[src/rtl/gp_port_pkg.sv]
package gp_port_pkg;
    // ==========================================
    // Address map
    localparam logic [31:0] SUBSYS_RESET_OFFSET = 32'h0000_0000;
    localparam logic [31:0] GP_BYTE_OFFSET = 32'h0000_0003;
    localparam logic [31:0] ANALYSE_OFFSET = 32'h0000_0004;
    localparam int ADDR_TOP_BIT = 31;
    localparam int WORD_IDX_LO = 2;
    localparam int WORD_IDX_HI = 4;
    localparam logic [2:0] SUBSYS_RESET_IDX = 3'h0;
    localparam logic [2:0] ANALYSE_IDX = 3'h1;

    // ==========================================
    // Byte lanes and field positions
    localparam int GP_LANE = 3;
    localparam int LED_LANE = 0;
    localparam int ERR_BIT = 0;
    localparam int LED_RESET_BIT = 0;
    localparam int LED_ANALYSE_BIT = 1;
    localparam int LED_TWO_BIT = 2;

    // ==========================================
    // Power-up values
    localparam logic [7:0] GP_RESET = 8'h00;
    localparam logic [7:0] LED_RESET = 8'h00;
    localparam logic [31:0] RDATA_RESET = 32'h0000_0000;
endpackage

[src/rtl/programmed_io_byte_port.sv]
module programmed_io_byte_port
    import gp_port_pkg::*;
(
    input wire logic mclk_i,
    input wire logic rst_n_i,
    input wire logic bus_req_i,
    input wire logic bus_wr_i,
    input wire logic [31:0] bus_addr_i,
    input wire logic [3:0] bus_be_i,
    input wire logic [31:0] bus_wdata_i,
    output logic [31:0] bus_rdata_o,
    output logic bus_ack_o,
    input wire logic subsystem_error_n_i,
    input wire logic ss_services_connected_i,
    output logic [7:0] general_purpose_lines_o,
    output logic led_line_two_o,
    output logic port_error_n_o,
    output logic subsystem_reset_n_o,
    output logic subsystem_analyse_ctl_n_o
);
    import gp_port_pkg::*;

    // ==========================================
    // Pin synchronisers
    logic err_n_meta_reg;
    logic err_n_sync_reg;
    logic conn_meta_reg;
    logic conn_sync_reg;

    always_ff @(posedge mclk_i or negedge rst_n_i)
    begin
        if (!rst_n_i)
        begin
            err_n_meta_reg <= 1'b1;
            err_n_sync_reg <= 1'b1;
            conn_meta_reg <= 1'b0;
            conn_sync_reg <= 1'b0;
        end
        else
        begin
            err_n_meta_reg <= subsystem_error_n_i;
            err_n_sync_reg <= err_n_meta_reg;
            conn_meta_reg <= ss_services_connected_i;
            conn_sync_reg <= conn_meta_reg;
        end
    end

    // ==========================================
    // Register file
    function automatic logic [7:0] lane_of(input logic [31:0] word, input int lane);
        lane_of = word[lane*8 +: 8];
    endfunction

    logic [7:0] gp_reg;
    logic [7:0] gp_next;
    logic [7:0] led_reg;
    logic [7:0] led_next;
    logic [31:0] rdata_reg;
    logic [31:0] rdata_next;
    logic ack_reg;
    logic ack_next;
    logic port_err_n_reg;
    logic port_err_n_next;
    logic hit;
    logic [2:0] word_idx;

    assign hit = bus_req_i && !bus_addr_i[ADDR_TOP_BIT];
    assign word_idx = bus_addr_i[WORD_IDX_HI:WORD_IDX_LO];

    always_comb
    begin
        gp_next = gp_reg;
        led_next = led_reg;
        rdata_next = rdata_reg;
        ack_next = bus_req_i;
        port_err_n_next = conn_sync_reg ? 1'b1 : err_n_sync_reg;
        if (hit && bus_wr_i)
        begin
            if (bus_be_i[GP_LANE])
            begin
                gp_next = lane_of(bus_wdata_i, GP_LANE);
            end
            if (bus_be_i[LED_LANE])
            begin
                led_next[word_idx] = bus_wdata_i[0];
            end
        end
        if (bus_req_i && !bus_wr_i)
        begin
            rdata_next = RDATA_RESET;
            if (hit)
            begin
                rdata_next[GP_LANE*8 +: 8] = gp_reg;
                if (word_idx == SUBSYS_RESET_IDX)
                begin
                    rdata_next[ERR_BIT] = !err_n_sync_reg;
                end
            end
        end
    end

    // Power-up reset only: no processor reset reaches these flops
    always_ff @(posedge mclk_i or negedge rst_n_i)
    begin
        if (!rst_n_i)
        begin
            gp_reg <= GP_RESET;
            led_reg <= LED_RESET;
            rdata_reg <= RDATA_RESET;
            ack_reg <= 1'b0;
            port_err_n_reg <= 1'b1;
        end
        else
        begin
            gp_reg <= gp_next;
            led_reg <= led_next;
            rdata_reg <= rdata_next;
            ack_reg <= ack_next;
            port_err_n_reg <= port_err_n_next;
        end
    end

    // ==========================================
    // Outputs
    assign bus_rdata_o = rdata_reg;
    assign bus_ack_o = ack_reg;
    assign general_purpose_lines_o = gp_reg;
    assign led_line_two_o = led_reg[LED_TWO_BIT];
    assign port_error_n_o = port_err_n_reg;
    assign subsystem_reset_n_o = !led_reg[LED_RESET_BIT];
    assign subsystem_analyse_ctl_n_o = !led_reg[LED_ANALYSE_BIT];

    logic gp_wr;
    logic led_wr;
    assign gp_wr = hit && bus_wr_i && bus_be_i[GP_LANE];
    assign led_wr = hit && bus_wr_i && bus_be_i[LED_LANE];
endmodule

[config.mk]
export PLATFORM = sky130hd
export DESIGN_NAME = programmed_io_byte_port
export DESIGN_NICKNAME = d
export VERILOG_FILES = /design/src/rtl/gp_port_pkg.sv /design/src/rtl/programmed_io_byte_port.sv
export SDC_FILE = /design/constraint.sdc
export NUM_CORES = 1
export LEC_CHECK = 0
export ABC_CLOCK_PERIOD_IN_PS = 1300
export BUFFER_PORTS_ARGS = -buffer_cell sky130_fd_sc_hd__buf_4
export CAP_MARGIN = 5
export CORE_MARGIN = 4
export CORE_UTILIZATION = 40
export CTS_BUF_LIST = sky130_fd_sc_hd__clkbuf_8
export DETAILED_ROUTE_END_ITERATION = 16
export PLACE_DENSITY_LB_ADDON = 0.05
export REMOVE_ABC_BUFFERS = 1
export SLEW_MARGIN = 30
export SYNTH_ARGS = -nofsm -noshare
export SYNTH_HDL_FRONTEND = slang
export SYNTH_SLANG_ARGS = --single-unit
[constraint.sdc]
create_clock -name mclk_i -period 1.3 [get_ports mclk_i]
set_input_delay 0.065 -clock mclk_i [delete_from_list [all_inputs] [get_ports mclk_i]]
set_output_delay 0.065 -clock mclk_i [all_outputs]
set_load 0.01 [all_outputs]
* After elaboration in Yosys (flattened, before gate mapping)
Index checks and enable logic that the tools add are counted.
** Word-level totals
- Latch bits :: 0
- Bits in registers :: 31
- Memory bits (writable) :: 0
- Bits in read-only memories :: 0
- Memories :: 0
** Cells by class
- Divide/modulo/power cells :: 0
- Add/subtract/negate cells :: 0
- Equality and inequality tests :: 0
- Bitwise operators :: 0
- $mul :: 0
- Shifts and indexed selects :: 0
- Mux-type cells :: 7
- Reduce and logical (&&, ||, !) cells :: 12
- $lt $le $gt $ge :: 2
** Operators with widths (count)
- $bwmux W8 :: 1
- $mux W8 :: 1
- $logic_not A1 Y1 :: 5
- $logic_and A1 B1 Y1 :: 4
- $lt A3 B4 Y1 const B :: 1
- $mux W1 :: 4
- $reduce_and A2 Y1 :: 2
- $demux W1 S3 :: 1
- $ge A3 B1 Y1 const B :: 1
- $logic_not A3 Y1 :: 1

* Depth between registers and ports, before layout
- Word-level depth :: 5
- Gate-level depth with buffers :: 5
- Depth with buffers taken out :: 3

* Worst setup path before layout
OpenSTA, ideal clock, no wires.
- Kind :: input -> register
- Start point :: input port bus_addr_i[31]
- End point :: register led_reg[1]
- Path buffers :: 0
- Setup slack :: 416 ps
- Arrival :: 759 ps
- Stages :: 3
- Data required time :: 1175 ps
- Setup time :: 125 ps
- Cell sequence :: and4b_4 -> nand3_2 -> mux2_4
** On the way
- Word-level cells in the longest chain between the ends :: 4
** Ends and longest elaborated chain
- start, declared :: line programmed_io_byte_port.sv:8 : input wire logic [31:0] bus_addr_i,
- $logic_not A1 Y1 :: line programmed_io_byte_port.sv:67 : assign hit = bus_req_i && !bus_addr_i[ADDR_TOP_BIT];
- $logic_and A1 B1 Y1 :: line programmed_io_byte_port.sv:67
- $logic_and A1 B1 Y1
- $reduce_and A2 Y1 (no source line)
- end signal, assigned :: line programmed_io_byte_port.sv:116 : led_reg <= led_next;
- end, declared :: line programmed_io_byte_port.sv:56 : logic [7:0] led_reg;
No other way between the ends.
A chain may end at the register's enable or synchronous reset.

* Worst setup path after layout
- Start point :: input port bus_req_i
- End point :: register led_reg[2]
** On the way
- Word-level cells in the longest chain between the ends :: 3
** Ends and longest elaborated chain
- start, declared :: line programmed_io_byte_port.sv:6 : input wire logic bus_req_i,
- $logic_and A1 B1 Y1 :: line programmed_io_byte_port.sv:67
- $logic_and A1 B1 Y1
- $reduce_and A2 Y1 (no source line)
No other way between the ends.

==> summary.txt <==
Run status
  • Status: complete, no violations

Clock tree
  • CTS tree: done
  • CTS Buffer Depth: 2
  • Clock H-tree levels: 1
  • Cts repair resizes: 0
  • Worst-path clk slew: roughly 0.080 ns
  • Total CTS buffers: 3
  • Post-CTS Setup Bufs: 0
  • Later-pin clock latency in the skew report: about 0.27 ns
  • Root buffer cell: clkbuf_8
  • Cts hold-fix bufs: 4
  • Clock Sinks: 26

Synthesis
  • Simple logic cell fraction of the synthesized area: about 14%
  • Compound-gate portion of the synthesized area: just over 5%
  • Unique cell type count in the Yosys netlist: 20
  • Syn Inst Count: 102
  • Synth top area cells: dfrtp_1 48%, buf_4 14%, mux2_2 7.5%
  • Post-Synth Adder-Cell Area: 0%
  • Largest family of logic cells by synthesized area: buffers and inverters
  • Ys Warns: 0
  • Mapped cell area: 0.00120 sq mm
  • Multiplexer share of the synthesized area: approximately a tenth
  • Cell taking the most area after synthesis: dfrtp_1
  • Post-synthesis register bit count: 26
  • Synth Area in XOR/XNOR: 0%
  • Area share of the leading cell type in the synthesized netlist: 47.8%
  • Seq/Total Area, Yosys: 54.4%
  • Syn avg cell area: about 12 sq um

Cells and area
  • Ant. Diodes: 0
  • Final Instance Area: approximately 0.0016 sq mm
  • Max reg flops: 9
  • Syn-to-layout area delta: 29.2%
  • Share of cells above drive strength 1: 44.3%
  • Fin nets: 224

Power and ir drop
  • Int Pwr: 1.47 mW
  • Clock power share: 25.7%
  • Pleak: roughly 0.8 nW
  • Combinational share of power: about a quarter
  • Peak VDD IR: between 0.8 and 0.9 mV
  • Sw Share: 26.7%
  • NetSw: around 540 uW
  • Sequential power share: 49.9%
  • Pwr Density: roughly 1300 mW/mm^2

Drt
  • WL/cell: ~12 microns
  • Final ANT Viol Nets: 0
  • Final wirelength: 2.14 mm
  • Average vias per placed instance: 4.37
  • Iteration-0 DRC count of the detailed router: 24
  • Residual DRC: 0
  • Detailed Routing Iterations Pass 1: 4
  • Vias: approximately 800

Die
  • Die area: between 0.003 and 0.004 sq mm
  • FP Rows: 19
  • Die Wd: approximately 63 microns
  • Initial core utilization: about 43%
  • Core Area: about 0.0028 sq mm
  • Die Height: between 60 and 70 microns
  • I/O pin cnt: ~120

Global route
  • Largest net degree at the start of global routing: 27
  • Vias in the first global route: between 800 and 900
  • Total congestion overflow: 0
  • Initial antenna violation count: 0
  • Gr usage total: a little under an eighth
  • First-pass GRT wire length: 3.62 mm

Place
  • PortBufs: 42
  • DP Area: 0.00146 sq mm
  • GP Congestion: 0.625
  • Post-DP HPWL: around 1.6 mm
  • Pre-CTS setup slack: between 0.2 and 0.25 ns

Timing
  • Final Max Tran Viols: 0
  • Setup TNS: 0 ns
  • Setup ws final: between 0.07 and 0.08 ns
  • Setup violators final: 0
  • Fin crit share: between 90% and 100%
  • Fin Hold WS: between 0.02 and 0.025 ns
  • Post-layout min period: ~1.2 ns
  • RSZ-0062 raised after global routing: false
  • Fmax: slightly above 800 MHz
  • Skew final: 0.00242 ns
  • Hold Vio Cnt, Final: 0

Critical path
  • Startpoint Class: input pin
  • Worst-path fanout max: 4
  • Critical Path Sink Type: register
  • Data required, critical path: about 1.5 ns
  • CP Class: input pin to register
  • Arrival @ worst endpoint: 1.38 ns

Job
  • Max cap viols: 0

Hold path
  • Hold WC Path Type: input pin to register
-- power groups by stage --
stage | registers, mW | clock network [mW] | logic [mW]
floorplan | 1.06 | 0 | 0.165
global placement | 1.01 | 0 | 0.483
detailed placement | 1.02 | 0 | 0.492
CTS | 1.00 | 0.537 | 0.501
global route | 1.02 | 0.576 | 0.542
finish | 1.00 | 0.515 | 0.491
-- per-layer routing --
metal	track usage [%]	vias up	share of wire (%)
li1	-	381	-
met1	13.6	350	42
met2	19.0	52	44
met3	4.14	4	12
met4	4.13	0	1.3
met5	0	-	0
-- synth_stat cells (all sizes together) --
master / n
a21oi: 1
a22o: 1
a31o: 1
and4b: 1
buf: 26
conb: 1
dfrtp: 23
dfstp: 3
inv: 2
mux2: 10
nand2: 8
nand2b: 9
nand3: 2
nand4b: 1
nor2: 2
nor3: 2
o21ai: 8
or2: 1
-- cells in the final DEF, fill, tap and decap left out, drive strengths merged, types with 2 or more instances in the layout --
cell type / n
nand2b: 9
nand3: 2
nor2: 2
dfrtp: 23
nor3: 2
o21ai: 8
clkbuf: 4
nand2: 8
conb: 23
mux2: 10
buf: 43
dfstp: 3
dlygate4sd3: 4
inv: 2
-- logic make-up after synthesis --
group | Yosys count
flops | 26
compound gates | 11
buf+inv | 28
simple gates | 26
other cells | 1
mux | 10
-- worst paths after layout --
check	start	to	slack (ns)	cells past startpoint
worst max-delay path	bus_req_i	led_reg[2]	0.08	5
min in group asynchronous	rst_n_i	bus_rdata_o[26]	0.24	2
worst min register to register	conn_meta_reg	conn_sync_reg	0.35	0
worst max register to register	err_n_sync_reg	bus_rdata_o[0]	0.43	2
max in group asynchronous	rst_n_i	port_error_n_o	0.77	2
worst min-delay path	bus_wdata_i[28]	general_purpose_lines_o[4]	0.02	2
-- critical path, stage by stage --
cell and delay (ns):
dlygate4sd3_1 0.52, buf_4 0.13, and4b_4 0.28, nand3_2 0.09
mux2_4 0.29
-- final cells by class --
type | count | area (sq um)
Clock buffer | 4 | 55.1
Fill cell | 253 | 1250
Inverter | 2 | 7.51
Multi-Input combinational cell | 70 | 437
Sequential cell | 26 | 654
Tap cell | 31 | 38.8
Timing Repair Buffer | 47 | 363
-- through the flow --
stage | utilization [%] | power [mW] | std cells
global placement | 52.1 | 1.50 | 172
detailed placement | 52.1 | 1.51 | 172
floorplan | - | 1.22 | 98
finish | 55.4 | 2.01 | 180
CTS | 55.4 | 2.04 | 180
global route | 55.4 | 2.14 | 180
(Power assumes the default switching activity.)
